File: src/verilog/rcs_consts.svh
// Constants for the reservation conflict and sense check block
`ifndef RCS_CONSTS_SVH
`define RCS_CONSTS_SVH
`define NLUN 2
`define LUN_W 1
`define INIT_W 3
`define NINIT 8
`define ADDR_W 8
`define A_CTRL 8'h00
`define A_CAP 8'h04
`define A_RSEL 8'h08
`define A_RFIRST 8'h0C
`define A_RLAST 8'h10
`define A_STAT 8'h14
`define A_INFO 8'h18
`define C_PRESENT 0
`define C_WPROT 1
`define C_BLANKCHK 2
`define C_DEFPERINIT 3
`define C_MODEPERINIT 4
`define CTRL_RST 32'h0000_0001
`define CAP_RST 32'h0001_0000
`define RS_LUN 0
`define RS_VALID 4
`define RS_WHOLE 5
`define RS_RDEX 6
`define RS_WREX 7
`define RS_HOLD_LO 8
`define RS_HOLD_HI 10
`define SR_ST_LO 0
`define SR_ST_HI 1
`define SR_SK_LO 4
`define SR_SK_HI 7
`define SR_UA_LO 8
`define SR_UA_HI 15
`define SR_LIM 16
`define RESP_OKAY 2'h0
`define RESP_SLVERR 2'h2
`define UA_ALL 8'hFF
`define CNT_ONE 16'h0001
`define CNT_ZERO 16'h0000
`define LBA_ONE 32'h0000_0001
`endif

File: src/verilog/rcs_pkg.sv
// Types shared by the reservation conflict and sense check block
`default_nettype none
`include "rcs_consts.svh"
package rcs_pkg;
  typedef enum logic [1:0] {ST_GOOD, ST_CHECK, ST_CONFLICT} status_e;
  typedef enum logic [3:0] {
    SK_NONE, SK_NOT_READY, SK_ILLEGAL, SK_UNIT_ATTN, SK_HW_ERR, SK_MEDIUM_ERR,
    SK_RECOVERED, SK_ABORTED, SK_DATA_PROTECT, SK_BLANK_CHECK
  } sense_e;
  typedef enum logic [3:0] {
    CC_INQUIRY, CC_REQSENSE, CC_CHGDEF, CC_COPY, CC_UNITOP, CC_PREVENT, CC_NOEXT,
    CC_READCAP, CC_MEDIA, CC_MODESEL, CC_DIAG, CC_REASSIGN, CC_SETLIM, CC_OTHER
  } cmd_class_e;
  typedef enum logic [2:0] {
    EV_UNREC_READ, EV_UNREC_HW, EV_RECOVERED, EV_OVERRUN, EV_BLANK_READ,
    EV_NONBLANK_WR, EV_SELFTEST_FAIL
  } eng_event_e;
  typedef enum logic {RS_IDLE, RS_HOLD} rsp_state_e;
  typedef struct packed {
    cmd_class_e              cmdClass;
    logic [`INIT_W-1:0]      initiator;
    logic [`LUN_W-1:0]       lun;
    logic [`LUN_W-1:0]       dstLun;
    logic                    isRead;
    logic                    isWrite;
    logic                    linked;
    logic                    relAddr;
    logic                    pmi;
    logic                    prevent;
    logic                    affectsExtent;
    logic [31:0]             lba;
    logic [15:0]             count;
    logic [31:0]             dstLba;
  } cmd_s;
  typedef struct packed {
    eng_event_e              event_;
    logic [`INIT_W-1:0]      initiator;
    logic [31:0]             startLba;
    logic [31:0]             lba;
  } eng_s;
  typedef struct packed {
    status_e                 status;
    sense_e                  sense;
    logic                    infoValid;
    logic [31:0]             info;
    logic [31:0]             xfer;
    logic [`INIT_W-1:0]      initiator;
  } rsp_s;
  typedef struct packed {
    logic                    valid;
    logic                    whole;
    logic                    rdExcl;
    logic                    wrExcl;
    logic [`INIT_W-1:0]      holder;
    logic [31:0]             first;
    logic [31:0]             last;
  } resv_s;
  typedef struct packed {
    logic [`LUN_W-1:0]       lun;
    logic [31:0]             first;
    logic [31:0]             last;
  } query_s;
  typedef struct packed {
    logic                    unitOther;
    logic                    extOther;
    logic                    ovAny;
    logic                    ovRw;
  } verdict_s;
  typedef struct packed {
    resv_s [`NLUN-1:0]       ent;
  } tbl_state_s;
  typedef struct packed {
    rsp_state_e              rsState;
    rsp_s                    rsp;
    logic [`NINIT-1:0]       ua;
    logic                    limValid;
    logic [`INIT_W-1:0]      limOwner;
    logic [31:0]             limFirst;
    logic [31:0]             limLast;
    logic [31:0]             ctrl;
    logic [31:0]             cap;
    logic [31:0]             resvFirst;
    logic [31:0]             resvLast;
    logic                    awHeld;
    logic [`ADDR_W-1:0]      awAddr;
    logic                    wHeld;
    logic [31:0]             wData;
    logic [3:0]              wStrb;
    logic                    bValid;
    logic [1:0]              bResp;
    logic                    rValid;
    logic [1:0]              rResp;
    logic [31:0]             rData;
  } core_state_s;
endpackage
`default_nettype wire

File: src/verilog/lun_reservation_table.sv
// Per logical unit reservation store with two range queries
`default_nettype none
`include "rcs_consts.svh"
module lun_reservation_table (
  input  wire logic                    clk_sys,
  input  wire logic                    nrst,
  input  wire logic                    wrEn,
  input  wire logic [`LUN_W-1:0]       wrLun,
  input  wire rcs_pkg::resv_s          wrEntry,
  input  wire logic [`INIT_W-1:0]      qInit,
  input  wire logic                    qRd,
  input  wire logic                    qWr,
  input  wire rcs_pkg::query_s [1:0]   q,
  output var  rcs_pkg::verdict_s [1:0] v
);
  rcs_pkg::tbl_state_s st;
  rcs_pkg::tbl_state_s nxt_st;

  always_comb begin
    nxt_st = st;
    if (wrEn) begin
      nxt_st.ent[wrLun] = wrEntry;
    end
  end

  always_ff @(posedge clk_sys) begin
    if (!nrst) begin
      st <= '0;
    end else begin
      st <= nxt_st;
    end
  end

  // Holder's own commands never see its reservation
  genvar g;
  for (g = 0; g < 2; g++) begin : gQuery
    rcs_pkg::resv_s e;
    logic           other;
    logic           hit;
    assign e     = st.ent[q[g].lun];
    assign other = e.valid && (e.holder != qInit);
    assign hit   = other && !e.whole && (e.first <= q[g].last) && (q[g].first <= e.last);
    assign v[g].unitOther = other && e.whole;
    assign v[g].extOther  = other && !e.whole;
    assign v[g].ovAny     = hit;
    assign v[g].ovRw      = hit && ((qRd && e.rdExcl) || (qWr && e.wrExcl));
  end
endmodule
`default_nettype wire

File: src/verilog/reservation_conflict_and_sense_check.sv
// Command screening for reservation conflicts and sense selection
`default_nettype none
`include "rcs_consts.svh"
module reservation_conflict_and_sense_check (
  input  wire logic                  clk_sys,
  input  wire logic                  nrst,
  input  wire logic [`ADDR_W-1:0]    awaddr,
  input  wire logic                  awvalid,
  output logic                       awready,
  input  wire logic [31:0]           wdata,
  input  wire logic [3:0]            wstrb,
  input  wire logic                  wvalid,
  output logic                       wready,
  output logic [1:0]                 bresp,
  output logic                       bvalid,
  input  wire logic                  bready,
  input  wire logic [`ADDR_W-1:0]    araddr,
  input  wire logic                  arvalid,
  output logic                       arready,
  output logic [31:0]                rdata,
  output logic [1:0]                 rresp,
  output logic                       rvalid,
  input  wire logic                  rready,
  input  wire logic                  cmdValid,
  output logic                       cmdReady,
  input  wire rcs_pkg::cmd_s         cmd,
  input  wire logic                  engValid,
  output logic                       engReady,
  input  wire rcs_pkg::eng_s         eng,
  input  wire logic                  mediumChange,
  output logic                       rspValid,
  input  wire logic                  rspReady,
  output rcs_pkg::rsp_s              rsp
);
  rcs_pkg::core_state_s   st;
  rcs_pkg::core_state_s   nxt_st;
  rcs_pkg::query_s [1:0]  q;
  rcs_pkg::verdict_s [1:0] v;
  rcs_pkg::resv_s         tblEntry;
  rcs_pkg::rsp_s          cmdRsp;
  rcs_pkg::rsp_s          engRsp;
  logic                   doWr;
  logic                   tblWrEn;
  logic [31:0]            wMask;
  logic [31:0]            wMerged;
  logic [31:0]            statWord;
  logic [15:0]            cntM1;
  logic [31:0]            last0;
  logic [32:0]            endX;
  logic                   exempt;
  logic                   needMedium;
  logic                   lbaCls;
  logic                   conflict;
  logic                   outOfRange;
  logic [31:0]            firstBad;
  logic                   limHit;
  logic [31:0]            limBad;
  logic                   uaHit;
  logic                   limLoad;
  logic                   limClear;

  // Bus handshakes are combinational; one write and one read in flight
  assign awready  = !st.awHeld;
  assign wready   = !st.wHeld;
  assign bvalid   = st.bValid;
  assign bresp    = st.bResp;
  assign arready  = !st.rValid;
  assign rvalid   = st.rValid;
  assign rdata    = st.rData;
  assign rresp    = st.rResp;
  assign doWr     = st.awHeld && st.wHeld && !st.bValid;

  // Engine reports win the answer slot so a finished transfer never waits on new commands
  assign rspValid = (st.rsState == rcs_pkg::RS_HOLD);
  assign rsp      = st.rsp;
  assign engReady = (st.rsState == rcs_pkg::RS_IDLE);
  assign cmdReady = (st.rsState == rcs_pkg::RS_IDLE) && !engValid;

  genvar b;
  for (b = 0; b < 4; b++) begin : gStrb
    assign wMask[b*8 +: 8] = {8{st.wStrb[b]}};
  end
  assign wMerged = st.wData & wMask;

  // Strobes ignored here: one write commits the whole entry
  assign tblWrEn           = doWr && (st.awAddr == `A_RSEL);
  assign tblEntry.valid    = st.wData[`RS_VALID];
  assign tblEntry.whole    = st.wData[`RS_WHOLE];
  assign tblEntry.rdExcl   = st.wData[`RS_RDEX];
  assign tblEntry.wrExcl   = st.wData[`RS_WREX];
  assign tblEntry.holder   = st.wData[`RS_HOLD_HI:`RS_HOLD_LO];
  assign tblEntry.first    = st.resvFirst;
  assign tblEntry.last     = st.resvLast;

  assign cntM1   = (cmd.count == `CNT_ZERO) ? `CNT_ZERO : cmd.count - `CNT_ONE;
  assign last0   = cmd.lba + {16'h0000, cntM1};
  assign endX    = {1'b0, cmd.lba} + {17'h0_0000, cntM1} + 33'h0_0000_0001;
  assign q[0].lun   = cmd.lun;
  assign q[0].first = cmd.lba;
  assign q[0].last  = last0;
  assign q[1].lun   = cmd.dstLun;
  assign q[1].first = cmd.dstLba;
  assign q[1].last  = cmd.dstLba + {16'h0000, cntM1};

  lun_reservation_table uTable (
    .clk_sys (clk_sys),
    .nrst    (nrst),
    .wrEn    (tblWrEn),
    .wrLun   (st.wData[`RS_LUN +: `LUN_W]),
    .wrEntry (tblEntry),
    .qInit   (cmd.initiator),
    .qRd     (cmd.isRead),
    .qWr     (cmd.isWrite),
    .q       (q),
    .v       (v)
  );

  always_comb begin
    statWord = '0;
    statWord[`SR_ST_HI:`SR_ST_LO] = st.rsp.status;
    statWord[`SR_SK_HI:`SR_SK_LO] = st.rsp.sense;
    statWord[`SR_UA_HI:`SR_UA_LO] = st.ua;
    statWord[`SR_LIM] = st.limValid;
  end

  // Reservation verdict per command class
  always_comb begin
    exempt = (cmd.cmdClass == rcs_pkg::CC_INQUIRY) ||
             (cmd.cmdClass == rcs_pkg::CC_REQSENSE);
    conflict = 1'b0;
    unique case (cmd.cmdClass)
      rcs_pkg::CC_INQUIRY, rcs_pkg::CC_REQSENSE: begin
        conflict = 1'b0;
      end
      rcs_pkg::CC_CHGDEF: begin
        conflict = v[0].extOther && !st.ctrl[`C_DEFPERINIT];
      end
      rcs_pkg::CC_COPY: begin
        conflict = v[0].ovRw || v[1].ovRw || v[1].unitOther;
      end
      rcs_pkg::CC_UNITOP: begin
        conflict = v[0].extOther;
      end
      rcs_pkg::CC_PREVENT: begin
        conflict = v[0].extOther && cmd.prevent;
      end
      rcs_pkg::CC_NOEXT: begin
        conflict = 1'b0;
      end
      rcs_pkg::CC_READCAP: begin
        conflict = cmd.pmi && v[0].ovRw;
      end
      rcs_pkg::CC_MEDIA: begin
        conflict = v[0].ovRw;
      end
      rcs_pkg::CC_MODESEL: begin
        conflict = v[0].extOther && cmd.affectsExtent &&
                   !st.ctrl[`C_MODEPERINIT];
      end
      rcs_pkg::CC_DIAG: begin
        conflict = v[0].extOther && cmd.affectsExtent;
      end
      rcs_pkg::CC_REASSIGN: begin
        conflict = v[0].ovAny;
      end
      rcs_pkg::CC_SETLIM: begin
        conflict = v[0].ovAny;
      end
      default: begin
        conflict = v[0].ovRw;
      end
    endcase
    if (!exempt && v[0].unitOther) begin
      conflict = 1'b1;
    end
  end

  // Checks around the verdict, in fixed priority: unit attention first, then conflict, then the rest
  always_comb begin
    needMedium = (cmd.cmdClass == rcs_pkg::CC_MEDIA) ||
                 (cmd.cmdClass == rcs_pkg::CC_COPY) ||
                 (cmd.cmdClass == rcs_pkg::CC_OTHER) ||
                 (cmd.cmdClass == rcs_pkg::CC_READCAP) ||
                 (cmd.cmdClass == rcs_pkg::CC_REASSIGN);
    lbaCls = (cmd.cmdClass == rcs_pkg::CC_MEDIA) ||
             (cmd.cmdClass == rcs_pkg::CC_COPY) ||
             (cmd.cmdClass == rcs_pkg::CC_OTHER) ||
             (cmd.cmdClass == rcs_pkg::CC_REASSIGN) ||
             (cmd.cmdClass == rcs_pkg::CC_SETLIM);
    outOfRange = endX > {1'b0, st.cap};
    firstBad = (cmd.lba >= st.cap) ? cmd.lba : st.cap;
    limHit = st.limValid && (st.limOwner == cmd.initiator) && lbaCls &&
             (cmd.cmdClass != rcs_pkg::CC_SETLIM) &&
             ((cmd.lba < st.limFirst) || (last0 > st.limLast));
    limBad = (cmd.lba < st.limFirst) ? cmd.lba : st.limLast + `LBA_ONE;
    uaHit = 1'b0;
    limLoad = 1'b0;
    limClear = st.limValid && (st.limOwner == cmd.initiator) && !cmd.linked;
    cmdRsp = '0;
    cmdRsp.initiator = cmd.initiator;
    cmdRsp.status = rcs_pkg::ST_CHECK;
    cmdRsp.sense = rcs_pkg::SK_ILLEGAL;
    if (!exempt && st.ua[cmd.initiator]) begin
      cmdRsp.sense = rcs_pkg::SK_UNIT_ATTN;
      uaHit = 1'b1;
    end else if (conflict) begin
      cmdRsp.status = rcs_pkg::ST_CONFLICT;
      cmdRsp.sense = rcs_pkg::SK_NONE;
    end else if (cmd.relAddr && !cmd.linked) begin
      cmdRsp.sense = rcs_pkg::SK_ILLEGAL;
    end else if (needMedium && !st.ctrl[`C_PRESENT]) begin
      cmdRsp.sense = rcs_pkg::SK_NOT_READY;
    end else if (lbaCls && outOfRange) begin
      cmdRsp.sense = rcs_pkg::SK_ILLEGAL;
      cmdRsp.infoValid = 1'b1;
      cmdRsp.info = firstBad;
    end else if (limHit) begin
      cmdRsp.sense = rcs_pkg::SK_ILLEGAL;
      cmdRsp.infoValid = 1'b1;
      cmdRsp.info = limBad;
    end else if (needMedium && cmd.isWrite && st.ctrl[`C_WPROT]) begin
      cmdRsp.sense = rcs_pkg::SK_DATA_PROTECT;
    end else begin
      cmdRsp.status = rcs_pkg::ST_GOOD;
      cmdRsp.sense = rcs_pkg::SK_NONE;
      limLoad = (cmd.cmdClass == rcs_pkg::CC_SETLIM) && cmd.linked;
    end
  end

  // Completion reports from the medium engine
  always_comb begin
    engRsp = '0;
    engRsp.initiator = eng.initiator;
    engRsp.status = rcs_pkg::ST_CHECK;
    engRsp.sense = rcs_pkg::SK_ABORTED;
    unique case (eng.event_)
      rcs_pkg::EV_UNREC_READ: begin
        engRsp.sense = rcs_pkg::SK_MEDIUM_ERR;
      end
      rcs_pkg::EV_UNREC_HW: begin
        engRsp.sense = rcs_pkg::SK_HW_ERR;
      end
      rcs_pkg::EV_RECOVERED: begin
        engRsp.sense = rcs_pkg::SK_RECOVERED;
      end
      rcs_pkg::EV_OVERRUN: begin
        engRsp.sense = rcs_pkg::SK_ABORTED;
      end
      rcs_pkg::EV_BLANK_READ: begin
        engRsp.sense = rcs_pkg::SK_BLANK_CHECK;
        engRsp.infoValid = 1'b1;
        engRsp.info = eng.lba;
        engRsp.xfer = eng.lba - eng.startLba;
      end
      rcs_pkg::EV_NONBLANK_WR: begin
        if (st.ctrl[`C_BLANKCHK]) begin
          engRsp.sense = rcs_pkg::SK_BLANK_CHECK;
          engRsp.infoValid = 1'b1;
          engRsp.info = eng.lba;
        end else begin
          engRsp.status = rcs_pkg::ST_GOOD;
          engRsp.sense = rcs_pkg::SK_NONE;
        end
      end
      rcs_pkg::EV_SELFTEST_FAIL: begin
        engRsp.sense = rcs_pkg::SK_HW_ERR;
      end
      default: begin
        engRsp.sense = rcs_pkg::SK_ABORTED;
      end
    endcase
  end

  always_comb begin
    nxt_st = st;
    if (awvalid && awready) begin
      nxt_st.awHeld = 1'b1;
      nxt_st.awAddr = awaddr;
    end
    if (wvalid && wready) begin
      nxt_st.wHeld = 1'b1;
      nxt_st.wData = wdata;
      nxt_st.wStrb = wstrb;
    end
    if (st.bValid && bready) begin
      nxt_st.bValid = 1'b0;
    end
    if (doWr) begin
      nxt_st.awHeld = 1'b0;
      nxt_st.wHeld = 1'b0;
      nxt_st.bValid = 1'b1;
      nxt_st.bResp = `RESP_OKAY;
      case (st.awAddr)
        `A_CTRL: nxt_st.ctrl = (st.ctrl & ~wMask) | wMerged;
        `A_CAP: nxt_st.cap = (st.cap & ~wMask) | wMerged;
        `A_RFIRST: nxt_st.resvFirst = (st.resvFirst & ~wMask) | wMerged;
        `A_RLAST: nxt_st.resvLast = (st.resvLast & ~wMask) | wMerged;
        `A_RSEL, `A_STAT, `A_INFO: nxt_st.bResp = `RESP_OKAY;
        default: nxt_st.bResp = `RESP_SLVERR;
      endcase
    end
    if (st.rValid && rready) begin
      nxt_st.rValid = 1'b0;
    end
    if (arvalid && arready) begin
      nxt_st.rValid = 1'b1;
      nxt_st.rResp = `RESP_OKAY;
      case (araddr)
        `A_CTRL: nxt_st.rData = st.ctrl;
        `A_CAP: nxt_st.rData = st.cap;
        `A_RSEL: nxt_st.rData = '0;
        `A_RFIRST: nxt_st.rData = st.resvFirst;
        `A_RLAST: nxt_st.rData = st.resvLast;
        `A_STAT: nxt_st.rData = statWord;
        `A_INFO: nxt_st.rData = st.rsp.info;
        default: begin
          nxt_st.rData = '0;
          nxt_st.rResp = `RESP_SLVERR;
        end
      endcase
    end
    unique case (st.rsState)
      rcs_pkg::RS_IDLE: begin
        if (engValid) begin
          nxt_st.rsp = engRsp;
          nxt_st.rsState = rcs_pkg::RS_HOLD;
        end else if (cmdValid) begin
          nxt_st.rsp = cmdRsp;
          nxt_st.rsState = rcs_pkg::RS_HOLD;
          if (uaHit) begin
            nxt_st.ua[cmd.initiator] = 1'b0;
          end
          if (limClear && !uaHit) begin
            nxt_st.limValid = 1'b0;
          end
          if (limLoad) begin
            nxt_st.limValid = 1'b1;
            nxt_st.limOwner = cmd.initiator;
            nxt_st.limFirst = cmd.lba;
            nxt_st.limLast = last0;
          end
        end
      end
      rcs_pkg::RS_HOLD: begin
        if (rspReady) begin
          nxt_st.rsState = rcs_pkg::RS_IDLE;
        end
      end
    endcase
    // A medium change in the clearing cycle still leaves attention pending
    if (mediumChange) begin
      nxt_st.ua = `UA_ALL;
    end
  end

  always_ff @(posedge clk_sys) begin
    if (!nrst) begin
      st <= '0;
      st.ctrl <= `CTRL_RST;
      st.cap <= `CAP_RST;
      st.ua <= `UA_ALL;
    end else begin
      st <= nxt_st;
    end
  end
endmodule
`default_nettype wire

File: config.mk
export PLATFORM = sky130hd
export DESIGN_NAME = reservation_conflict_and_sense_check
export DESIGN_NICKNAME = d
export VERILOG_FILES = /design/src/verilog/rcs_pkg.sv /design/src/verilog/lun_reservation_table.sv /design/src/verilog/reservation_conflict_and_sense_check.sv
export VERILOG_INCLUDE_DIRS = /design/src /design/src/verilog
export SDC_FILE = /design/constraint.sdc
export NUM_CORES = 2
export LEC_CHECK = 0
export CORE_UTILIZATION = 60
export CTS_CLUSTER_DIAMETER = 30
export DETAILED_ROUTE_END_ITERATION = 8
export DONT_BUFFER_PORTS = 1
export HOLD_SLACK_MARGIN = 0.06
export PLACE_DENSITY = 0.76
export SLEW_MARGIN = 15
export SYNTH_ARGS = -nofsm -noshare
export SYNTH_HDL_FRONTEND = slang
export SYNTH_HIERARCHICAL = 1
export SYNTH_SLANG_ARGS = --single-unit
File: constraint.sdc
create_clock -name clk_sys -period 13.7 [get_ports clk_sys]
set_clock_uncertainty 0.15 [all_clocks]
set_input_delay 1.37 -clock clk_sys [delete_from_list [all_inputs] [get_ports clk_sys]]
set_output_delay 1.37 -clock clk_sys [all_outputs]
set_load 0.03 [all_outputs]
[Word level (Yosys, flattened, before mapping)]
Cells that the tools add are included.
Operators by class
  mux-type cells: 63
  reductions and logical operators: 95
  eq/ne operators: 34
  $lt $le $gt $ge: 14
  bitwise logic cells: 15
  $add $sub $neg: 7
Operators by type and width (number)
  71-bit two-way mux: 5
  33-bit two-way mux: 6
  32-bit case mux with 6 select lines: 1
  32-bit AND: 5
  151-bit two-way mux: 1
  142-bit bitwise mux: 1
  32-bit <= comparator: 4
  32-bit OR: 4
  32-bit two-way mux: 3
  75-bit two-way mux: 1
  71-bit demux with 1-bit select: 1
  68-bit two-way mux: 1
  33-bit case mux with 2 select lines: 1
  32-bit by 16-bit adder with 32-bit output: 2
  8-bit by 5-bit == test with 1-bit output, second input constant: 6
  1-bit logical AND: 46
  37-bit two-way mux: 1
  35-bit two-way mux: 1
  32-bit by 16-bit adder with 33-bit output: 1
  33-bit by 1-bit adder with 33-bit output, second input constant: 1
  33-bit by 32-bit > comparator with 1-bit output: 1
  32-bit by 1-bit adder with 32-bit output, second input constant: 1
  8-bit by 4-bit == test with 1-bit output, second input constant: 4
  32-bit >= comparator: 1
  other kinds (47): 129
Storage, ports and cells
  register bits: 505
  input bits: 229
  logic and storage cells: 268

[Longest topological paths before layout]
  word-level depth: 18
  gate-level depth with buffers: 39

[Cells and area by module]
The synthesis kept the hierarchy.
By module, submodules not included
  reservation_conflict_and_sense_check: cells each 3178, times used 1, area each 24025.5 sq um, sequential area each 7226.9 sq um
  lun_reservation_table: cells each 1187, times used 1, area each 9895.7 sq um, sequential area each 2842.7 sq um

[Least setup slack after synthesis]
No wires, ideal clock.
  path type: input-to-reg
  start: input cmd[37] (netlist bit)
  end: register st, in the netlist rsp[43]
  path slack: 4.956 ns
  required time: 13.466 ns
  stages on the path: 35
  arrival time: 8.510 ns
  buffers on the path: 4
  cells stage by stage: nor4_1 -> nand2b_1 -> or3_1 -> clkbuf_1 -> or2_2 -> nor2b_1 -> clkbuf_1 -> nor2_1 -> ha_1 -> clkbuf_1 -> nand3_1 -> o221ai_1 -> a21oi_1 -> o21ai_0 -> a21oi_1 -> o22ai_1 -> nand2_1 -> xnor2_1 -> inv_1 -> ha_1 -> nand4_2 -> nor4_2 -> nand2_1 -> a221oi_1 -> nor4_4 -> nor2b_1 -> nor3_1 -> a211o_1 -> a211oi_1 -> a311o_1 -> or4_4 -> a21oi_4 -> nand3_4 -> buf_6 -> o31ai_2
RTL lines
  from (decl): line reservation_conflict_and_sense_check.sv:26  | input wire rcs_pkg::cmd_s cmd,
  to (signal assigned): line reservation_conflict_and_sense_check.sv:363  | st <= nxt_st;
  to (decl): line reservation_conflict_and_sense_check.sv:35  | rcs_pkg::core_state_s st;

==> metrics <==
outcome finished clean; # DRC 0; crit-path max cell delay 0.95 ns; FMAX 0.09662 GHz; Post-DP HPWL roughly 92,000 um; largest net degree at the start of global routing 201; Worst Path Max Fanout 14; required time of the critical path 14.16 ns; Routed WL per cell 25.25 um; Final Hold Vio Count 0; DR vias/cell ~6.5; setup TNS 0 ns; Worst slew margin 12.12%; worst hold margin roughly 0.30 ns; Yosys warning count 6; slowest CP cell nor2_1; final setup violation count 0; PortBufs 0; CTS tree built; row count 86; Routed WL 126,400 um; 1st-pass router iterations 6; Worst setup EP type flop; die height 239.7 um; worst hold-check path type reg2reg; root buffer cell clkbuf_16; first-pass GRT wire length 185,000 um; kind of critical path in2reg; Worst R2R End rsp[58]; R2R Setup Slk 7.97 ns; Post-Synthesis Cells 4,364; max-cap viol count 0; initial core utilization between 60% and 70%; Post-CTS Setup Repair Bufs 0; via count about 33k; Final period util 75.55%; Overflow after GRT 0; cells on worst reg2reg path 17; share of cells above drive strength 1 8.418%; CORE AREA 55,520 sq um; Initial DRC Count 4,205; RSZ-0062 raised after global routing no; IO Count 347; pwr dens 129.9 nW/um^2; arrival time at the worst endpoint 10.81 ns; vias in the first global route 30.12k; CP top delay family simple AND/OR/NAND/NOR gates; Post-CTS Hold Buffers 0; Static Leak 14.30 nW; antenna-violating nets left 0; antenna violations before repair 5; gr usage total 42.93%; CTS sink count 503; GP Congestion 1.062; Core Util, Final roughly 67%; later-pin clock latency in the skew report ~0.69 ns; pin slew with the least headroom to its limit 1.312 ns; Nets 4,717; buffers and inverters on the worst path 2; Clock Tree Buf Depth 3; worst r2r src uTable/st[30]; Slew Viols, Final 0; post-route minimum period between 10 and 15 ns; Worst VDD drop approximately 0.13 mV; Cell Area, Synth between 30,000 and 40,000 sq um; total CTS buffers 108; WHS Path Cells 2; full die area 57,480 sq um; post-CTS resize count 0; Avg Cell Area, Syn 7.771 sq um; startpoint types input port; Chip Width 239.7 um; Layout Area Growth over Synthesis 10.03%; H-tree level count 3; Reg clk slew, reported paths around 0.05 ns
## final cells by class
cell class,instances,area (sq um)
Multi-Input combinational cell,3279,21290
Fill cell,4694,18210
Sequential cell,503,10070
Tap cell,748,935.9
Timing Repair Buffer,26,195.2
Clock buffer,130,2925
Inverter,245,927.1
Clock inverter,70,962.2
Antenna cell,4,10.01
## per-stage QoR
stage / instances / power (mW) / worst slack (ns) / cell area, sq um
floorplan: 4365 / 1.997 / 4.956 / 33920
global placement: 4801 / 2.105 / 3.202 / 33400
detailed placement: 4801 / 2.110 / 3.029 / 33400
CTS: 5001 / 4.827 / 3.708 / 37290
global route: 5001 / 4.976 / 2.846 / 37310
finish: 5005 / 4.848 / 3.350 / 37320
## cell usage in the layout, fill, tap and decap left out, types with 12 or more instances in the layout
cell        instances
and3_1             26
clkbuf_16         108
bufinv_16          14
buf_4              26
and2_1             19
clkinvlp_4         15
and4_1             14
xor2_1             47
clkbuf_8           14
ha_1              321
nand4_1            69
a21oi_1           421
nor2b_1            30
dfxtp_1           503
nand2b_1           29
a21o_1             47
o21ai_0           181
a22oi_1            60
a22o_1             15
a221oi_1           61
nor2_1            227
a31oi_1            17
nor3_1             39
a21boi_0          146
xnor2_1           116
mux2i_1           109
nand3_1            93
a211oi_1           33
clkinv_2           13
inv_1             243
o31ai_1            12
nand2_1           862
mux2_2             78
## routing by layer
metal  global-route usage [%]  wire (um)
met5                        0          8
met3                    13.47      15780
met4                    30.50      10670
met2                    64.51      53150
met1                    51.84      46790
## power breakdown
part	switching [mW]	total, mW	leakage [nW]	internal [mW]
combinational	0.336	0.546	8.38	0.210
clock	0.933	2.74	1.86	1.80
sequential	0.0751	1.56	4.07	1.49
total	1.34	4.85	14.3	3.50
## how the worst max path moves through the flow
stage | startpoint | to | slack [ns] | depth (start not counted)
floorplan | cmd[37] | rsp[43] | 4.96 | 35
detailed placement | cmd[37] | rsp[58] | 3.03 | 33
CTS | cmd[37] | rsp[58] | 3.71 | 33
finish | cmd[37] | rsp[58] | 3.35 | 33
global route | cmd[37] | rsp[35] | 2.85 | 33
global placement | cmd[37] | rsp[57] | 3.20 | 33
## worst reg2reg max path, cell delays in order, from the launching register on
cell      delay [ns]
dfxtp_1         0.35
mux2i_1         0.10
ha_1            0.33
nand4_1         0.18
nor4_1          0.36
buf_4           0.23
nand2b_1        0.09
o311ai_1        0.72
nor4_4          0.10
nor2b_1         0.19
nor3_1          0.20
a211o_1         0.13
a211oi_1        0.07
a311o_1         0.44
or4_4           0.63
nor2_1          0.95
a22oi_1         0.25
a21oi_1         0.19
(Power assumes the default switching activity.)
